## config.mk

```make
export PLATFORM = sky130hd
export DESIGN_NAME = fcs_flash_command_status_unit
export DESIGN_NICKNAME = d
export VERILOG_FILES = /design/src/shared/fcs_pkg.sv /design/src/fcs_flash_command_status_unit.sv
export SDC_FILE = /design/constraint.sdc
export NUM_CORES = 1
export LEC_CHECK = 0
export ABC_AREA = 1
export BUFFER_PORTS_ARGS = -buffer_cell sky130_fd_sc_hd__buf_4
export CORE_MARGIN = 4
export CORE_UTILIZATION = 45
export DETAILED_ROUTE_END_ITERATION = 8
export GPL_TIMING_DRIVEN = 0
export PLACE_DENSITY = 0.69
export SYNTH_ARGS = -nofsm -noshare
export SYNTH_HDL_FRONTEND = slang
export SYNTH_SLANG_ARGS = --single-unit
```

## constraint.sdc

```tcl
create_clock -name i_core_clk -period 2.39 [get_ports i_core_clk]
set_input_delay 0.3585 -clock i_core_clk [delete_from_list [all_inputs] [get_ports i_core_clk]]
set_output_delay 0.3585 -clock i_core_clk [all_outputs]
set_load 0.05 [all_outputs]
```

## src/shared/fcs_pkg.sv

```systemverilog
package fcs_pkg;
    // register byte offsets
    localparam logic [7:0] OFS_MODE = 8'h60;
    localparam logic [7:0] OFS_CMD = 8'h64;
    localparam logic [7:0] OFS_STAT = 8'h68;
    // command word layout
    localparam int KEY_HI = 31;
    localparam int KEY_LO = 24;
    localparam int PAGE_HI = 17;
    localparam int PAGE_LO = 8;
    localparam int CODE_HI = 3;
    localparam int CODE_LO = 0;
    localparam logic [7:0] CMD_KEY = 8'h5a;
    localparam int PAGE_FIELD_W = PAGE_HI - PAGE_LO + 1;
    // command codes
    localparam logic [3:0] CMD_NOP = 4'h0;
    localparam logic [3:0] CMD_WRITE_PAGE = 4'h1;
    localparam logic [3:0] CMD_SET_LOCK = 4'h2;
    localparam logic [3:0] CMD_WRITE_PAGE_LOCK = 4'h3;
    localparam logic [3:0] CMD_UNLOCK_REGION = 4'h4;
    localparam logic [3:0] CMD_ERASE_ALL = 4'h8;
    localparam logic [3:0] CMD_SET_USER_NVM_BIT = 4'hb;
    localparam logic [3:0] CMD_CLEAR_USER_NVM_BIT = 4'hd;
    localparam logic [3:0] CMD_SET_SECURITY = 4'hf;
    // status bit positions
    localparam int ST_BIT_IDLE = 0;
    localparam int ST_BIT_LOCK_ERR = 2;
    localparam int ST_BIT_BAD_CMD = 3;
    localparam int ST_BIT_SECURITY = 4;
    localparam int ST_BIT_NVM = 8;
    localparam int ST_BIT_LOCKS = 16;
    // mode register bit positions
    localparam int MD_BIT_IE_IDLE = 0;
    localparam int MD_BIT_IE_LOCK = 2;
    localparam int MD_BIT_IE_BAD = 3;
    localparam int MD_BIT_SKIP_ERASE = 7;
    localparam logic [31:0] MODE_RESET = 32'h0000_0000;
    localparam logic [31:0] MODE_MASK = 32'h0000_008d;
    // configuration defaults
    localparam int REGIONS_MAX = 16;
    localparam int NVM_BITS = 2;
    // operation lengths in core clock cycles
    localparam logic [15:0] PAGE_ERASE_CYC = 16'h0040;
    localparam logic [15:0] PAGE_PROG_CYC = 16'h0080;
    localparam logic [15:0] FULL_ERASE_CYC = 16'h0100;
    localparam logic [15:0] NVM_WRITE_CYC = 16'h0020;
    localparam logic [15:0] CNT_ZERO = 16'h0000;
    localparam logic [15:0] CNT_ONE = 16'h0001;

    typedef enum logic [4:0] {
        ST_IDLE = 5'b00001,
        ST_ERASE = 5'b00010,
        ST_PROG = 5'b00100,
        ST_LOCK = 5'b01000,
        ST_NVM = 5'b10000
    } fcs_state_t;
endpackage : fcs_pkg

```

## src/fcs_flash_command_status_unit.sv

```systemverilog
// Added by the designer: the plain strobed port.
`timescale 1ns/10ps
// Operation
// code zero does nothing and leaves the bad command flag alone.
// code write_page programs the page given by page_index.
// code set_lock locks the region holding the selected page.
// write_page_lock programs the page, then locks its region.
// code unlock_region unlocks the region holding the selected page.
// code erase_all erases the whole array.
// erase_all is cancelled while any region is locked.
// set_user_nvm_bit activates the user bit numbered by page_index.
// clear_user_nvm_bit deactivates the user bit numbered by page_index.
// set_security sets the security bit; page_index ignored.
// reserved codes set bad_command_error and start nothing.
// page_index is bits 17..8; page or bit number by command.
// page_index bits beyond what a command needs are ignored.
// key byte must be 0x5a, else the write is discarded.
// wrong key or invalid code sets bad_command_error, status bit 3.
// flash_idle, status bit 0, is 0 while busy, 1 when ready.
// programming a locked region sets protected_write_error, bit 2.
// status bit 4 shows the security bit.
// status bits 8 and 9 show user nvm bits 0 and 1.
// status bits 16 and up show one lock state per region.
// region count is 16 or 8; unused positions read zero.
// mode enables route idle and error conditions to the interrupt.
// skip_erase low erases the page before programming; high skips.
// accepted command drops idle at once; status read clears errors.
module fcs_flash_command_status_unit #(
    parameter int PAGE_BITS = fcs_pkg::PAGE_FIELD_W,
    parameter int NUM_REGIONS = fcs_pkg::REGIONS_MAX,
    parameter int NUM_NVM = fcs_pkg::NVM_BITS,
    parameter logic [15:0] ERASE_CYC = fcs_pkg::PAGE_ERASE_CYC,
    parameter logic [15:0] PROG_CYC = fcs_pkg::PAGE_PROG_CYC,
    parameter logic [15:0] FULL_CYC = fcs_pkg::FULL_ERASE_CYC,
    parameter logic [15:0] NVM_CYC = fcs_pkg::NVM_WRITE_CYC
)
(
    input wire logic i_core_clk,
    input wire logic i_reset,
    input wire logic i_clk_en,
    input wire logic [7:0] i_addr,
    input wire logic [31:0] i_wdata,
    input wire logic i_wr,
    input wire logic i_rd,
    output logic [31:0] o_rdata,
    output logic o_irq,
    output logic o_flash_idle,
    output logic o_array_erase,
    output logic o_array_program,
    output logic o_array_full,
    output logic [PAGE_BITS-1:0] o_array_page,
    output logic o_security_on
);

    localparam int RGN_W = $clog2(NUM_REGIONS);
    localparam int NVM_W = (NUM_NVM > 1) ? $clog2(NUM_NVM) : 1;

    ////////////////////////////////////////////////////////////////////////
    // command decode

    fcs_pkg::fcs_state_t state;
    fcs_pkg::fcs_state_t next_state;
    logic [15:0] cnt;
    logic [15:0] next_cnt;
    logic [31:0] mode;
    logic [31:0] status_word;
    logic [NUM_REGIONS-1:0] locks;
    logic [NUM_NVM-1:0] user_nvm;
    logic security;
    logic lock_err;
    logic bad_err;
    logic op_full;
    logic op_lock_after;
    logic op_lock_val;
    logic op_nvm_val;
    logic op_sec;
    logic [PAGE_BITS-1:0] op_page;
    logic cmd_wr;
    logic mode_wr;
    logic stat_rd;
    logic key_ok;
    logic code_valid;
    logic is_prog;
    logic idle;
    logic accept;
    logic prot_err;
    logic ea_cancel;
    logic start;
    logic done;
    logic skip_erase;
    logic [3:0] code;
    logic [PAGE_BITS-1:0] pidx;
    logic [RGN_W-1:0] rgn;
    logic [RGN_W-1:0] op_rgn;
    logic [NVM_W-1:0] op_nvm_idx;

    assign cmd_wr = i_clk_en && i_wr && (i_addr == fcs_pkg::OFS_CMD);
    assign mode_wr = i_clk_en && i_wr && (i_addr == fcs_pkg::OFS_MODE);
    assign stat_rd = i_clk_en && i_rd && (i_addr == fcs_pkg::OFS_STAT);
    assign key_ok = i_wdata[fcs_pkg::KEY_HI:fcs_pkg::KEY_LO] == fcs_pkg::CMD_KEY;
    assign code = i_wdata[fcs_pkg::CODE_HI:fcs_pkg::CODE_LO];
    // upper page bits dropped when the array is smaller
    assign pidx = i_wdata[fcs_pkg::PAGE_LO +: PAGE_BITS];
    assign rgn = pidx[PAGE_BITS-1 -: RGN_W];
    assign op_rgn = op_page[PAGE_BITS-1 -: RGN_W];
    assign op_nvm_idx = op_page[NVM_W-1:0];
    assign skip_erase = mode[fcs_pkg::MD_BIT_SKIP_ERASE];
    assign idle = (state == fcs_pkg::ST_IDLE);
    assign done = (cnt == fcs_pkg::CNT_ZERO);

    always_comb
    begin
        case (code)
            fcs_pkg::CMD_NOP,
            fcs_pkg::CMD_WRITE_PAGE,
            fcs_pkg::CMD_SET_LOCK,
            fcs_pkg::CMD_WRITE_PAGE_LOCK,
            fcs_pkg::CMD_UNLOCK_REGION,
            fcs_pkg::CMD_ERASE_ALL,
            fcs_pkg::CMD_SET_USER_NVM_BIT,
            fcs_pkg::CMD_CLEAR_USER_NVM_BIT,
            fcs_pkg::CMD_SET_SECURITY: code_valid = 1'b1;
            default: code_valid = 1'b0;
        endcase
    end

    assign is_prog = (code == fcs_pkg::CMD_WRITE_PAGE) || (code == fcs_pkg::CMD_WRITE_PAGE_LOCK);
    // valid commands while busy are dropped silently; software polls idle first
    assign accept = cmd_wr && key_ok && code_valid && (code != fcs_pkg::CMD_NOP) && idle;
    assign prot_err = accept && is_prog && locks[rgn];
    assign ea_cancel = accept && (code == fcs_pkg::CMD_ERASE_ALL) && (|locks);
    assign start = accept && !prot_err && !ea_cancel;

    ////////////////////////////////////////////////////////////////////////
    // sequencer

    always_comb
    begin
        next_state = state;
        case (state)
            fcs_pkg::ST_IDLE:
            begin
                if (start)
                begin
                    case (code)
                        fcs_pkg::CMD_WRITE_PAGE,
                        fcs_pkg::CMD_WRITE_PAGE_LOCK:
                            next_state = skip_erase ? fcs_pkg::ST_PROG : fcs_pkg::ST_ERASE;
                        fcs_pkg::CMD_SET_LOCK,
                        fcs_pkg::CMD_UNLOCK_REGION: next_state = fcs_pkg::ST_LOCK;
                        fcs_pkg::CMD_ERASE_ALL: next_state = fcs_pkg::ST_ERASE;
                        default: next_state = fcs_pkg::ST_NVM;
                    endcase
                end
            end
            fcs_pkg::ST_ERASE:
            begin
                if (done)
                begin
                    next_state = op_full ? fcs_pkg::ST_IDLE : fcs_pkg::ST_PROG;
                end
            end
            fcs_pkg::ST_PROG:
            begin
                if (done)
                begin
                    next_state = op_lock_after ? fcs_pkg::ST_LOCK : fcs_pkg::ST_IDLE;
                end
            end
            fcs_pkg::ST_LOCK,
            fcs_pkg::ST_NVM:
            begin
                if (done)
                begin
                    next_state = fcs_pkg::ST_IDLE;
                end
            end
            default: next_state = fcs_pkg::ST_IDLE;
        endcase
    end

    // counter preloads one less so a phase lasts exactly its figure
    always_comb
    begin
        next_cnt = done ? fcs_pkg::CNT_ZERO : cnt - fcs_pkg::CNT_ONE;
        if (next_state != state)
        begin
            case (next_state)
                fcs_pkg::ST_ERASE:
                    next_cnt = (idle ? (code == fcs_pkg::CMD_ERASE_ALL) : op_full) ?
                        FULL_CYC - fcs_pkg::CNT_ONE : ERASE_CYC - fcs_pkg::CNT_ONE;
                fcs_pkg::ST_PROG: next_cnt = PROG_CYC - fcs_pkg::CNT_ONE;
                fcs_pkg::ST_LOCK,
                fcs_pkg::ST_NVM: next_cnt = NVM_CYC - fcs_pkg::CNT_ONE;
                default: next_cnt = fcs_pkg::CNT_ZERO;
            endcase
        end
    end

    always_ff @(posedge i_core_clk)
    begin
        if (i_reset)
        begin
            state <= fcs_pkg::ST_IDLE;
            cnt <= fcs_pkg::CNT_ZERO;
        end
        else if (i_clk_en)
        begin
            state <= next_state;
            cnt <= next_cnt;
        end
    end

    always_ff @(posedge i_core_clk)
    begin
        if (i_reset)
        begin
            op_full <= 1'b0;
            op_lock_after <= 1'b0;
            op_lock_val <= 1'b0;
            op_nvm_val <= 1'b0;
            op_sec <= 1'b0;
            op_page <= '0;
        end
        else if (start)
        begin
            op_full <= (code == fcs_pkg::CMD_ERASE_ALL);
            op_lock_after <= (code == fcs_pkg::CMD_WRITE_PAGE_LOCK) || (code == fcs_pkg::CMD_SET_LOCK);
            op_lock_val <= (code != fcs_pkg::CMD_UNLOCK_REGION);
            op_nvm_val <= (code == fcs_pkg::CMD_SET_USER_NVM_BIT);
            op_sec <= (code == fcs_pkg::CMD_SET_SECURITY);
            op_page <= pidx;
        end
    end

    ////////////////////////////////////////////////////////////////////////
    // nonvolatile state images

    always_ff @(posedge i_core_clk)
    begin
        if (i_reset)
        begin
            locks <= '0;
        end
        else if (i_clk_en && (state == fcs_pkg::ST_LOCK) && done)
        begin
            locks[op_rgn] <= op_lock_val;
        end
    end

    always_ff @(posedge i_core_clk)
    begin
        if (i_reset)
        begin
            user_nvm <= '0;
            security <= 1'b0;
        end
        else if (i_clk_en && (state == fcs_pkg::ST_NVM) && done)
        begin
            if (op_sec)
            begin
                security <= 1'b1;
            end
            else
            begin
                user_nvm[op_nvm_idx] <= op_nvm_val;
            end
        end
    end

    ////////////////////////////////////////////////////////////////////////
    // error flags, set wins over the clearing read

    always_ff @(posedge i_core_clk)
    begin
        if (i_reset)
        begin
            lock_err <= 1'b0;
        end
        else if (prot_err)
        begin
            lock_err <= 1'b1;
        end
        else if (stat_rd)
        begin
            lock_err <= 1'b0;
        end
    end

    always_ff @(posedge i_core_clk)
    begin
        if (i_reset)
        begin
            bad_err <= 1'b0;
        end
        else if (cmd_wr && (!key_ok || !code_valid))
        begin
            bad_err <= 1'b1;
        end
        else if (stat_rd)
        begin
            bad_err <= 1'b0;
        end
    end

    ////////////////////////////////////////////////////////////////////////
    // register port

    always_ff @(posedge i_core_clk)
    begin
        if (i_reset)
        begin
            mode <= fcs_pkg::MODE_RESET;
        end
        else if (mode_wr)
        begin
            mode <= i_wdata & fcs_pkg::MODE_MASK;
        end
    end

    always_comb
    begin
        status_word = '0;
        status_word[fcs_pkg::ST_BIT_IDLE] = idle;
        status_word[fcs_pkg::ST_BIT_LOCK_ERR] = lock_err;
        status_word[fcs_pkg::ST_BIT_BAD_CMD] = bad_err;
        status_word[fcs_pkg::ST_BIT_SECURITY] = security;
        status_word[fcs_pkg::ST_BIT_NVM +: NUM_NVM] = user_nvm;
        // absent regions stay zero in the small build
        status_word[fcs_pkg::ST_BIT_LOCKS +: NUM_REGIONS] = locks;
    end

    always_ff @(posedge i_core_clk)
    begin
        if (i_reset)
        begin
            o_rdata <= '0;
        end
        else if (i_clk_en)
        begin
            if (i_rd && (i_addr == fcs_pkg::OFS_STAT))
            begin
                o_rdata <= status_word;
            end
            else if (i_rd && (i_addr == fcs_pkg::OFS_MODE))
            begin
                o_rdata <= mode;
            end
            else
            begin
                o_rdata <= '0;
            end
        end
    end

    ////////////////////////////////////////////////////////////////////////
    // outputs

    always_ff @(posedge i_core_clk)
    begin
        if (i_reset)
        begin
            o_irq <= 1'b0;
        end
        else if (i_clk_en)
        begin
            o_irq <= (mode[fcs_pkg::MD_BIT_IE_IDLE] && idle) ||
                     (mode[fcs_pkg::MD_BIT_IE_LOCK] && lock_err) ||
                     (mode[fcs_pkg::MD_BIT_IE_BAD] && bad_err);
        end
    end

    always_ff @(posedge i_core_clk)
    begin
        if (i_reset)
        begin
            o_flash_idle <= 1'b1;
            o_array_erase <= 1'b0;
            o_array_program <= 1'b0;
            o_array_full <= 1'b0;
            o_array_page <= '0;
            o_security_on <= 1'b0;
        end
        else if (i_clk_en)
        begin
            o_flash_idle <= (next_state == fcs_pkg::ST_IDLE);
            o_array_erase <= (next_state == fcs_pkg::ST_ERASE);
            o_array_program <= (next_state == fcs_pkg::ST_PROG);
            o_array_full <= (next_state == fcs_pkg::ST_ERASE) && (idle ? (code == fcs_pkg::CMD_ERASE_ALL) : op_full);
            o_array_page <= start ? pidx : op_page;
            o_security_on <= security;
        end
    end
endmodule : fcs_flash_command_status_unit

```

== After elaboration in Yosys (flattened, before gate mapping) ==
Memories as Yosys holds them, arrays and structs flattened.
Index checks and enable logic that the tools add are counted.

* Register bits after elaboration: 109
* Bits in read-only memories: 16
* Input bits: 45
* Output and inout port bits: 48
* Memories: 1

{| class="wikitable"
|+ Memory list
! memory !! depth !! bits a word !! rd ports !! clocked after memory_dff !! write ports !! line !! RTL
|-
| (name not given) || 16 || 1 || 1 || 0 || 0 || fcs_flash_command_status_unit.sv:113 || <nowiki>case (code)</nowiki>
|}

* Add/subtract/negate cells: 1
* $lt $le $gt $ge: 5
* Equality and inequality tests: 23
* Muxes and demuxes: 28
* Bitwise gates (word level): 1
* Reduce and logical (&&, ||, !) cells: 48

{| class="wikitable"
|+ Operators with widths
! kind !! number
|-
| equality test 8 x 7 -> 1 bit, second input constant || 4
|-
| two-way mux 16 bit || 2
|-
| two-way mux 32 bit || 1
|-
| logical AND 1 bit || 28
|-
| case mux 8 bit (3 select lines) || 1
|-
| two-way mux 5 bit || 4
|-
| case mux 5 bit (4 select lines) || 1
|-
| bitwise mux 16 bit || 1
|-
| zero test 16 bit || 1
|-
| two-way mux 8 bit || 2
|-
| OR reduction 16 bit || 1
|-
| subtractor 16 x 1 -> 16 bit, second input constant || 1
|-
| case mux 5 bit (3 select lines) || 1
|-
| equality test 4 bit, second input constant || 3
|-
| equality test 5 x 1 -> 1 bit, second input constant || 2
|-
| equality test 5 x 2 -> 1 bit, second input constant || 2
|-
| equality test 5 x 3 -> 1 bit, second input constant || 2
|-
| equality test 5 x 4 -> 1 bit, second input constant || 2
|-
| equality test 5 bit, second input constant || 2
|-
| < comparator 4 x 5 -> 1 bit, second input constant || 2
|-
| two-way mux 10 bit || 1
|-
| equality test 4 x 2 -> 1 bit, second input constant || 2
|-
| OR reduction 2 bit || 4
|-
| two-way mux 1 bit || 7
|-
| other kinds (19) || 29
|}

== Logic depth before layout (Yosys ltp) ==
Gate-level depths: netlist (run 1).

* Depth in word-level cells: 17
* Depth in mapped cells: 21
* Depth with buffers taken out: 21

== Worst setup path after synthesis (run 1) ==
No wires, ideal clock.

* Kind: input to register
* Start: in i_wdata[0]
* End: reg cnt[0]
* Library setup time: 109 ps
* Data arrival time: 2,145 ps
* Data required time: 2,281 ps
* Slack: 135 ps
* Stages on the path: 13
* Cell sequence: ha_1 -> o21ai_0 -> inv_1 -> nor2_1 -> nand4_1 -> nand3_1 -> nand2_2 -> nor2_8 -> nand2_4 -> o21ai_2 -> nand3_1 -> nand2_1 -> inv_1

* Cells in the longest elaborated chain, start to end: 15

{| class="wikitable"
|+ RTL lines
! element !! line !! RTL
|-
| start: declaration || fcs_flash_command_status_unit.sv:42 || <nowiki>input wire logic [31:0] i_wdata,</nowiki>
|-
| memory (16 x 1 bit) || n/a ||
|-
| logical AND 1 bit (3 in a row) || fcs_flash_command_status_unit.sv:129 || <nowiki>assign accept = cmd_wr && key_ok && code_valid && (code != fcs_pkg::CMD_NOP) && idle;</nowiki>
|-
| logical AND 1 bit (2 in a row) || fcs_flash_command_status_unit.sv:130 || <nowiki>assign prot_err = accept && is_prog && locks[rgn];</nowiki>
|-
| zero test 1 bit || fcs_flash_command_status_unit.sv:132 || <nowiki>assign start = accept && !prot_err && !ea_cancel;</nowiki>
|-
| logical AND 1 bit (2 in a row) || fcs_flash_command_status_unit.sv:132 ||
|-
| two-way mux 5 bit (*) || fcs_flash_command_status_unit.sv:143 || <nowiki>if (start)</nowiki>
|-
| case mux 5 bit (4 select lines) (*) || fcs_flash_command_status_unit.sv:140 || <nowiki>case (state)</nowiki>
|-
| equality test 5 x 4 -> 1 bit / equality test 5 bit (equally long branches) || fcs_flash_command_status_unit.sv:188 || <nowiki>case (next_state)</nowiki>
|-
| OR reduction 2 bit || fcs_flash_command_status_unit.sv:188 ||
|-
| case mux 8 bit (3 select lines) || fcs_flash_command_status_unit.sv:188 ||
|-
| two-way mux 16 bit (*) || fcs_flash_command_status_unit.sv:186 || <nowiki>if (next_state != state)</nowiki>
|-
| end signal: assignment || fcs_flash_command_status_unit.sv:205 || <nowiki>cnt <= fcs_pkg::CNT_ZERO;</nowiki>
|-
| end signal: assignment || fcs_flash_command_status_unit.sv:210 || <nowiki>cnt <= next_cnt;</nowiki>
|-
| end: declaration || fcs_flash_command_status_unit.sv:63 || <nowiki>logic [15:0] cnt;</nowiki>
|}

Mark *: on every way between the ends. The rest lies on a longest branch, timed or not.
A chain may end at the register's enable or synchronous reset.

== Worst setup path in the final report (run 1) ==
* Start: in i_wdata[0]
* End: reg cnt[4]

Same word-level chain as after synthesis.

==> results of run 1 <==
## state kept, by name (all words and copies together) (netlist names), 2 cells and up
name,flops
mode,4
o_rdata,23
state,5
user_nvm,2
cnt,16
op_page,10
o_array_page,10
locks,16
## cells in the mapped netlist (all sizes together)
cell,number
a21oi,77
nand3b,1
o21ai,38
clkbuf,19
a31oi,4
nor4,3
o211a,8
a41oi,1
xor2,10
o2111ai,1
a211oi,2
xnor2,2
o21a,1
nor3,19
buf,19
nand4,16
dfxtp,100
clkinv,1
nand3,53
a221oi,2
ha,5
inv,125
nand2,175
conb,1
o211ai,13
nor2,78
## how the worst min path moves through the flow
stage	slack (ns)	endpoint	depth (start not counted)	startpoint
after global placement	0.44	user_nvm[0]	2	user_nvm[0]
after floorplan	0.42	user_nvm[1]	2	user_nvm[1]
after detailed placement	0.45	user_nvm[1]	2	user_nvm[1]
after CTS	0.23	op_page[0]	3	i_wdata[8]
after global routing	0.27	op_page[0]	3	i_wdata[8]
final	0.25	op_page[0]	3	i_wdata[8]
## power breakdown
group          switching (W)  internal (W)
clock network       0.000665      0.000778
registers          0.0000342       0.00171
logic               0.000509      0.000280
## cells in the final DEF (no fill, tap or decap), types with 3 or more instances in the layout
cell	count
o211a_1	8
dfxtp_1	97
nor4_1	3
nand2_1	160
o211ai_1	12
a21oi_1	76
nand3_1	41
o21ai_0	33
nand2_4	5
nand3_4	3
inv_6	3
inv_2	9
nand3_2	9
nor2_2	9
nor2_1	60
nor3_1	16
buf_4	97
xor2_1	10
buf_2	4
ha_1	3
nor2_4	7
conb_1	9
nand2_2	9
inv_1	114
nand4_1	15
clkbuf_16	9
clkbuf_1	19
a31oi_1	4
o21ai_1	4
## logic make-up (layout without fill, tap and decap cells)
| group | after synthesis | count (layout) | share of synthesized area (%) |
|---|---|---|---|
| compound gates | 147 | 147 | 15.9 |
| xor+xnor | 12 | 12 | 1.98 |
| fa+ha+maj | 5 | 5 | 1.18 |
| buf+inv | 164 | 265 | 12.7 |
| flops | 100 | 100 | 37.6 |
| other cells | 1 | 9 | 0.0705 |
| simple gates | 345 | 345 | 30.6 |
## worst register-to-register path: stages, from the launching register on
cell and delay, ns:
dfxtp_1 0.31, inv_2 0.10, ha_4 0.16, inv_1 0.06, nor2_4 0.13, nand2_2 0.09
nor2_4 0.16, nand3_1 0.12, nand2_1 0.08, nand3_1 0.10, nand2_2 0.10, nand3_4 0.09
nand2_4 0.07, nand2_4 0.06, nor2_8 0.11, nand2_4 0.11, o21ai_4 0.12, nand3_1 0.11
nand2_1 0.07, inv_1 0.03
## cell type report
class / instances / area, sq um
Buffer: 38 / 196
Fill cell: 1121 / 4890
Timing Repair Buffer: 85 / 638
Clock inverter: 5 / 42.5
Tap cell: 143 / 179
Clock buffer: 11 / 253
Multi-Input combinational cell: 518 / 2820
Inverter: 126 / 485
Sequential cell: 100 / 2010
## through the flow
stage / TNS (ns) / std cells
after global routing: -0.153 / 1026
after detailed placement: -12.08 / 996
final: 0 / 1026
after CTS: 0 / 1017
after global placement: -10.67 / 996
after floorplan: 0 / 782
## repair_timing
item	in CTS	in global routing
endpoints found under the hold margin	0	0
pin swaps	5	19
setup endpoints to repair	31	39
gates resized for setup	13	38
setup buffers	5	9
## per-layer routing
metal / track usage, % / up-vias / wire (um)
met4: 4.97 / 0 / 204
li1: - / 2687 / -
met3: 5.91 / 21 / 1170
met2: 31.1 / 196 / 5990
met5: 0 / - / 0
met1: 32.7 / 2328 / 7050
==> summary.md, run 1 <==
| Metric | Value |
|---|---|
| Vias in the first global route | `4606` |
| H-Tree Level Count | `3` |
| Setup Skew | `approximately 0.0097 ns` |
| Width of the die | `117 um` |
| Pwr Total | `0.00397 W` |
| Reg2Reg Depth | `19` |
| Starting density of the core | `between 40 and 50%` |
| DRC | `0` |
| WP depth | `14` |
| Clock sinks | `100` |
| Post-synth cell types | `42` |
| Max Buffers Root-to-Sink | `2` |
| YS warnings | `0` |
| Min-Delay Path Class | `in -> reg` |
| WS Path Type | `in -> reg` |
| Register-to-register setup slack | `0.12 ns` |
| DR vias | `5232` |
| Status | `complete, no violations` |
| # diodes | `0` |
| Synth top area cells | `dfxtp_1 38%, nand2_1 12%, inv_1 8.5%, a21oi_1 7.2%, nor2_1 4.8%` |
| Reg-to-reg endpoint | `cnt[4]` |
| Layout cells sized above 1 | `21.2%` |
| Total congestion overflow | `0` |
| Leakage | `about 3 nW` |
| Minimum clock period | `2.27 ns` |
| Final instance area | `0.00662 sq mm` |
| Std cell rows | `39` |
| Via-to-Cell Ratio | `5.10` |
| Sequential share of the synthesized area | `between 30% and 40%` |
| Mapped Avg Cell Area | `6.87 sq um` |
| Yosys reg bits | `100` |
| Critical R2R Launch | `cnt[0]` |
| Area of the mapped netlist | `0.00532 sq mm` |
| Placer Congestion | `0.953` |
| All-Layer GR Usage | `between 20% and 30%` |
| Fmax | `441 MHz` |
| Num ports | `93` |
| Req. time, crit path | `2.66 ns` |
| Post-DRT Antenna Nets | `0` |
| Die ar. | `0.0136 sq mm` |
| IO buf count | `71` |
| Core area | `between 0.01 and 0.015 sq mm` |
| CTS tree | `built` |
| Slew of the pin with the lowest slew margin | `0.662 ns` |
| Hold_buf cts | `0` |
| Root buf cell | `clkbuf_16` |
| Power Density | `600 mW/mm^2` |
| Critical Path AT | `2.54 ns` |
| Largest net degree at the start of global routing | `18` |
| Initial DRC count | `482` |
| Rel. slew slack | `55.5%` |
| Crit path max fanout | `6` |
| Area growth syn-to-layout | `24.5%` |
| Post-route setup slack | `between 0.1 and 0.15 ns` |
| DP Worst Slack | `-0.512 ns` |
| Number of antenna violations at the first check in global routing | `0` |
| Final net count | `928` |
| Synth top area share | `a little under two fifths` |
| Fin crit share | `95.0%` |
| Die Y | `117 um` |
| Slew Viols, Final | `0` |
| CP peak stage delay | `0.43 ns` |
| Core Util, Final | `57.5%` |
| WP buf/inv | `3` |
| WL per Instance | `~14 um` |
| DRT Wirelength | `14400 um` |
| VDD IR-drop max | `0.000525 V` |
| Worst hold slack | `between 0.2 and 0.3 ns` |
| DP HPWL | `10800 um` |
| Global-route wire length before repair | `around 23000 um` |
| Family with the most delay on the worst path | `simple AND/OR/NAND/NOR gates` |
| Endpoints failing setup | `0` |
| Startpoint types | `input pin` |
| Endpoints failing hold | `0` |
| Crit path to | `cnt[4]` |
| Cell taking the most area after synthesis | `dfxtp_1` |
| CTS Buf Count | `9` |
| DP Area | `0.00606 sq mm` |
| Worst setup path startpoint | `i_wdata[0]` |
| Maxcap violations | `0` |
| Cell Chain, Critical Path | `buf_4 > ha_1 > o21ai_1 > inv_1 > nor2_2 > nand4_1 > nand3_1 > nand2_2 > nor2_8 > nand2_4 > o21ai_4 > nand3_1 > nand2_1 > inv_1` |
| CTS clk-pin slew, worst paths | `0.07 ns` |
| Crit. End Element | `flop` |
| Synth Instances | `approximately 770` |
| Pre-Repair DR Iteration Count | `5` |
| Worst-skew pair later-pin latency | `0.36 ns` |
| Worst path slowest cell | `o21ai_1` |
(Power assumes the default switching activity.)
==> run 2, diff against run 1 <==
--- a/config.mk
+++ b/config.mk
@@ -5,7 +5,6 @@
 export SDC_FILE = /design/constraint.sdc
 export NUM_CORES = 1
 export LEC_CHECK = 0
-export ABC_AREA = 1
 export BUFFER_PORTS_ARGS = -buffer_cell sky130_fd_sc_hd__buf_4
 export CORE_MARGIN = 4
 export CORE_UTILIZATION = 45
==> summary.md, run 2 <==
| Metric | Value |
|---|---|
| Critical Path AT | `around 3.0 ns` |
| Startpoint types | `flop` |
| Clock sinks | `100` |
| Synth Instances | `a little under 600` |
| Fill count | `960` |
| Setup Skew | `approximately 0.009 ns` |
| Family with the most delay on the worst path | `multiplexers` |
| Largest net degree at the start of global routing | `17` |
| Post-DRT Antenna Nets | `0` |
| VDD IR-drop max | `0.000612 V` |
| Hold depth | `3` |
| Sequential share of the synthesized area | `between 30% and 40%` |
| DP Worst Slack | `-0.605 ns` |
| Crit. End Element | `flop` |
| CP dominant cell by count | `mux4_2` |
| Ys flop type | `dfxtp_1` |
| Hold_buf cts | `0` |
| Final instance area | `0.00666 sq mm` |
| Pwr Total | `0.00565 W` |
| # diodes | `0` |
| Commonest non-fill, non-tap cell in the layout | `nor2_1` |
| Mapped Avg Cell Area | `roughly 8.5 sq um` |
| Worst setup path startpoint | `locks[12]` |
| IO buf count | `70` |
| Reg-to-reg endpoint | `o_array_erase` |
| Die ar. | `0.0130 sq mm` |
| Width of the die | `roughly 110 um` |
| Vias in the first global route | `slightly below 5000` |
| Register-to-register setup slack | `-0.36 ns` |
| DR vias | `5045` |
| Cell Chain, Critical Path | `mux4_2 > mux4_2 > a2111oi_4 > buf_4 > a22oi_2 > or4_1 > a21oi_1` |
| Power Density | `about 850 mW/mm^2` |
| Worst hold slack | `0.263 ns` |
| Min-Delay Path Class | `in -> reg` |
| RSZ-0062 raised after global routing | `true` |
| DRT Wirelength | `15800 um` |
| Sequential power share | `roughly 33%` |
| Ys async rst share | `0%` |
| Root buf cell | `clkbuf_16` |
| Starting density of the core | `46.2%` |
| Initial DRC count | `between 400 and 500` |
| Yosys reg bits | `100` |
| Slew of the pin with the lowest slew margin | `1.13 ns` |
| Reg2Reg Depth | `7` |
| Endpoints failing setup | `63` |
| Power Internal | `0.00362 W` |
| Req. time, crit path | `2.67 ns` |
| Synth top area share | `39.6%` |
| WP depth | `7` |
| YS warnings | `0` |
| CP peak stage delay | `0.54 ns` |
| Biggest regs | `o_rdata x23, cnt x16, locks x16` |
| Top reg by flops | `o_rdata` |
| Die Y | `114 um` |
| Comb power frac | `40.3%` |
| Fmax | `364 MHz` |
| Cell taking the most area after synthesis | `dfxtp_1` |
| DP HPWL | `11000 um` |
| Global-route wire length before repair | `24600 um` |
| Pre-Repair DR Iteration Count | `7` |
| CTS tree | `built` |
| DP Area | `0.00588 sq mm` |
| Critical R2R Launch | `locks[12]` |
| Post-route setup slack | `-0.357 ns` |
| Worst path slowest cell | `mux4_2` |
| Core area | `~0.011 sq mm` |
| Crit path to | `o_array_erase` |
| WL per Instance | `roughly 19 um` |
| Max Buffers Root-to-Sink | `2` |
| H-Tree Level Count | `3` |
| Area of the mapped netlist | `0.00505 sq mm` |
| Rel. slew slack | `23.5%` |
| DRC | `0` |
| Slew Viols, Final | `0` |
| CTS Buf Count | `9` |
| Endpoints failing hold | `0` |
| Std cell rows | `38` |
| Fin crit share | `115%` |
| CTS clk-pin slew, worst paths | `0.07 ns` |
| Placer Congestion | `0.987` |
| Psw | `0.00203 W` |
| Crit path max fanout | `4` |
| Maxcap violations | `0` |
| Leakage | `about 2.7 nW` |
| Most frequent cells in the layout | `110 x nor2_1, 98 x buf_4, 88 x dfxtp_1` |
| Layout cells sized above 1 | `29.9%` |
| Synth top area cells | `dfxtp_1 40%, nor2_1 8.5%, mux2i_1 7.7%, a22oi_1 3.3%, nand2_1 3.0%` |
| Synth cell count leaders | `114 x nor2_1, 100 x dfxtp_1, 41 x nand2_1` |
| Sw Share | `35.9%` |
| WP buf/inv | `1` |
| Clock Power Share | `26.4%` |
| Area growth syn-to-layout | `31.9%` |
| All-Layer GR Usage | `23.8%` |
| Failing checks | `setup timing` |
| WS Path Type | `reg -> reg` |
| Post-synth cell types | `63` |
| Status | `finished with violations` |
| Num ports | `93` |
| Via-to-Cell Ratio | `5.96` |
| Minimum clock period | `2.75 ns` |
| Post-synth EDFFs | `0` |
| Count leader, synth | `nor2_1` |
| Total congestion overflow | `0` |
| Final net count | `751` |
| Number of flip-flops in the largest register | `23` |
| Worst-skew pair later-pin latency | `0.35 ns` |
| Number of antenna violations at the first check in global routing | `0` |
==> run 2: cell count changes after synthesis, sizes merged, moves of 9 or more <==
| cell | delta |
|---|---|
| a211oi | +10 |
| a21oi | -47 |
| a22oi | +23 |
| clkbuf | +13 |
| inv | -113 |
| mux2i | +39 |
| nand2 | -134 |
| nand3 | -37 |
| nor2 | +36 |
| nor4 | +9 |
| o211ai | -11 |
| o21ai | -23 |
==> run 2: what timing repair did <==
item	CTS	global route
setup buffers	14	8
pin swaps	24	21
gates resized for setup	50	28
endpoints found under the setup margin	67	67
cloned	2	0
==> run 2: kinds of logic after synthesis <==
| family | count (synthesis) | share of synthesized area [%] |
|---|---|---|
| compound gates | 112 | 15.5 |
| xor+xnor | 2 | 0.347 |
| fa+ha+maj | 5 | 1.24 |
| buf+inv | 60 | 6.51 |
| flops | 100 | 39.6 |
| mux | 47 | 10.9 |
| other cells | 1 | 0.0742 |
| simple gates | 264 | 25.8 |
==> run 2: worst reg2reg max path, delay by kind of cell (launching register included) <==
| kind | cells | cell delay (ns) |
|---|---|---|
| flip-flops | 1 | 0.36 |
| AO/OA/AOI/OAI | 3 | 0.63 |
| AND/OR/NAND/NOR | 1 | 0.45 |
| multiplexers | 2 | 1.03 |
| buffers and inverters | 1 | 0.21 |
==> run 2: metrics by stage <==
step	utilization (%)	std cells	TNS (ns)
finish	60.9	846	-13.02
detailed placement	53.8	809	-23.57
global placement	53.8	809	-21.22
floorplan	-	599	-6.71
CTS	59.5	840	-14.59
global route	60.9	846	-17.14
==> run 2: power by group through the flow <==
stage          sequential, W  combinational [W]  clock, W
2_1_floorplan        0.00191            0.00122         0
3_3_place_gp         0.00189            0.00161         0
3_5_place_dp         0.00190            0.00163         0
4_1_cts              0.00187            0.00200   0.00151
5_1_grt              0.00189            0.00246   0.00159
6_report             0.00188            0.00228   0.00149
==> run 2: per-layer routing <==
layer,global-route usage [%],up-vias,wire (um)
li1,-,2334,-
met1,29.6,2407,6110
met2,40.3,253,7790
met3,5.25,51,1400
met4,9.03,0,545
met5,0,-,0
==> run 2: worst min-delay path by stage <==
stage                      start           end  slack [ns]
detailed placement  o_flash_idle  o_flash_idle        0.44
CTS                   i_wdata[7]       mode[7]        0.25
global route          i_wdata[9]    op_page[1]        0.27
finish                i_wdata[7]       mode[7]        0.26
global placement    o_flash_idle  o_flash_idle        0.44
floorplan                 cnt[8]        cnt[8]        0.44
==> run 2: cell type report <==
class / count / area (sq um) / share of cell area (%)
Buffer: 44 / 297 / 4.45
Multi-Input combinational cell: 439 / 3060 / 45.9
Inverter: 13 / 48.8 / 0.732
Sequential cell: 100 / 2020 / 30.4
Timing Repair Buffer: 94 / 757 / 11.4
Clock buffer: 12 / 246 / 3.70
Clock inverter: 4 / 55.1 / 0.826
Tap cell: 140 / 175 / 2.63
==> run 3, diff against run 2 <==
--- a/config.mk
+++ b/config.mk
@@ -8,6 +8,7 @@
 export BUFFER_PORTS_ARGS = -buffer_cell sky130_fd_sc_hd__buf_4
 export CORE_MARGIN = 4
 export CORE_UTILIZATION = 45
+export CTS_BUF_LIST = sky130_fd_sc_hd__clkbuf_4 sky130_fd_sc_hd__clkbuf_8
 export DETAILED_ROUTE_END_ITERATION = 8
 export GPL_TIMING_DRIVEN = 0
 export PLACE_DENSITY = 0.69
==> summary.md, run 3 (synthesis gave the netlist of run 2 again) <==
| Metric | Value |
|---|---|
| Status | `finished with violations` |
| Failing checks | `setup timing` |
| DR vias | `4931` |
| Sw Share | `37.7%` |
| Vias in the first global route | `4850` |
| Maxcap violations | `0` |
| Clock Power Share | `21.6%` |
| Post-route setup slack | `-0.331 ns` |
| Fin crit share | `114%` |
| DRC | `0` |
| CTS Buf Count | `9` |
| All-Layer GR Usage | `between 20% and 30%` |
| Top reg by flops | `o_rdata` |
| Power Internal | `0.00337 W` |
| Layout cells sized above 1 | `31.2%` |
| Width of the die | `114 um` |
| Leakage | `2.65 nW` |
| Hold_buf cts | `0` |
| Std cell rows | `38` |
| Top sig layer | `met4` |
| Crit path to | `o_array_page[4]` |
| Area growth syn-to-layout | `30.5%` |
| Largest net degree at the start of global routing | `17` |
| Endpoints failing hold | `0` |
| Sequential power share | `34.8%` |
| Via-to-Cell Ratio | `5.83` |
| Clock sinks | `100` |
| Crit. End Element | `flop` |
| Setup Skew | `roughly 0.015 ns` |
| CTS clk-pin slew, worst paths | `0.10 ns` |
| Power Density | `820 mW/mm^2` |
| DP HPWL | `11000 um` |
| Global-route wire length before repair | `between 20000 and 25000 um` |
| Root buf cell | `clkbuf_8` |
| Core area | `roughly 0.011 sq mm` |
| Most frequent cells in the layout | `110 x nor2_1, 97 x buf_4, 87 x dfxtp_1` |
| Worst-skew pair later-pin latency | `between 0.3 and 0.4 ns` |
| Fmax | `368 MHz` |
| Min-Delay Path Class | `in -> reg` |
| Slew Viols, Final | `0` |
| Slew of the pin with the lowest slew margin | `1.16 ns` |
| DRT Wirelength | `15800 um` |
| WS Path Type | `reg -> reg` |
| Reg-to-reg endpoint | `o_array_page[4]` |
| DP Worst Slack | `-0.605 ns` |
| Startpoint types | `flop` |
| DRT met1 WL | `6400 um` |
| Number of flip-flops in the largest register | `23` |
| Crit path max fanout | `10` |
| Die ar. | `0.0130 sq mm` |
| Critical Path AT | `2.97 ns` |
| Total congestion overflow | `0` |
| Critical R2R Launch | `locks[12]` |
| Psw | `around 0.002 W` |
| # diodes | `0` |
| IO buf count | `70` |
| Worst setup path startpoint | `locks[12]` |
| Register-to-register setup slack | `-0.33 ns` |
| VDD IR-drop max | `0.000666 V` |
| Comb power frac | `43.6%` |
| Number of antenna violations at the first check in global routing | `0` |
| Met3 wire len | `1170 um` |
| Reg2Reg Depth | `7` |
| Wire length on met2 | `between 7000 and 8000 um` |
| RSZ-0062 raised after global routing | `true` |
| Worst hold slack | `0.220 ns` |
| Post-DRT Antenna Nets | `0` |
| Pre-Repair DR Iteration Count | `5` |
| Endpoints failing setup | `51` |
| Final net count | `751` |
| Initial DRC count | `385` |
| WL per Instance | `18.7 um` |
| Die Y | `114 um` |
| Core Util, Final | `60.3%` |
| Minimum clock period | `2.72 ns` |
| Req. time, crit path | `2.64 ns` |
| Biggest regs | `o_rdata x23, cnt x16, locks x16` |
| Num ports | `between 90 and 100` |
| Commonest non-fill, non-tap cell in the layout | `nor2_1` |
| H-Tree Level Count | `3` |
| Starting density of the core | `46.2%` |
| Placer Congestion | `0.987` |
| Max Buffers Root-to-Sink | `2` |
| Rel. slew slack | `21.5%` |
| CTS tree | `built` |
## run 3: cell counts in the layout (fill, tap and decap cells not counted)
Identical to the previous run, type by type.
## run 3: critical path, cell delays in order, from the launching register on
cell	delay, ns
dfxtp_4	0.37
mux4_2	0.50
mux4_2	0.55
a2111oi_4	0.41
and2_4	0.25
buf_12	0.15
mux2i_2	0.26
a211oi_1	0.11
## run 3: worst min path at each step
stage	from	to	slack [ns]	cells past startpoint
after floorplan	cnt[8]	cnt[8]	0.44	2
after global placement	o_flash_idle	o_flash_idle	0.44	2
final	i_wdata[7]	mode[7]	0.22	3
after CTS	i_wdata[7]	mode[7]	0.21	3
after global routing	i_wdata[9]	op_page[1]	0.22	3
after detailed placement	o_flash_idle	o_flash_idle	0.44	2
## run 3: cell type report
cell class,count,area (sq um)
plain buffers,44,305
clock buffers,12,153
clock inverters,4,55.1
fillers,971,4340
inverters,13,48.8
multi-input cells,439,3090
flip-flops and latches,100,2030
well taps,140,175
repair buffers,94,744
## run 3: what timing repair did
item / 4_1_cts / 5_1_grt
pin swaps: 17 / 31
resized for setup: 49 / 38
setup buffers: 13 / 10
endpoints found under the setup margin: 67 / 68
gates cloned: 2 / 0
## run 3: power groups by stage
| stage | Combinational, W | Sequential, W | Clock (W) |
|---|---|---|---|
| floorplan | 0.00122 | 0.00191 | 0 |
| global placement | 0.00161 | 0.00189 | 0 |
| detailed placement | 0.00163 | 0.00190 | 0 |
| CTS | 0.00200 | 0.00187 | 0.00118 |
| global route | 0.00252 | 0.00190 | 0.00125 |
| finish | 0.00236 | 0.00188 | 0.00117 |
## run 3: per-stage QoR
step | instances | setup TNS, ns | area, sq um | total power (W)
after floorplan | 599 | -6.71 | 5180 | 0.00313
after global placement | 809 | -21.22 | 5880 | 0.00350
after detailed placement | 809 | -23.57 | 5880 | 0.00353
after CTS | 838 | -11.73 | 6370 | 0.00504
after global routing | 846 | -13.60 | 6590 | 0.00567
final | 846 | -10.06 | 6590 | 0.00541
## run 3: layer usage
layer | track usage (%) | vias to the layer above
met2 | 39.8 | 212
li1 | - | 2327
met1 | 29.7 | 2355
met3 | 5.89 | 37
met5 | 0 | -
met4 | 9.34 | 0
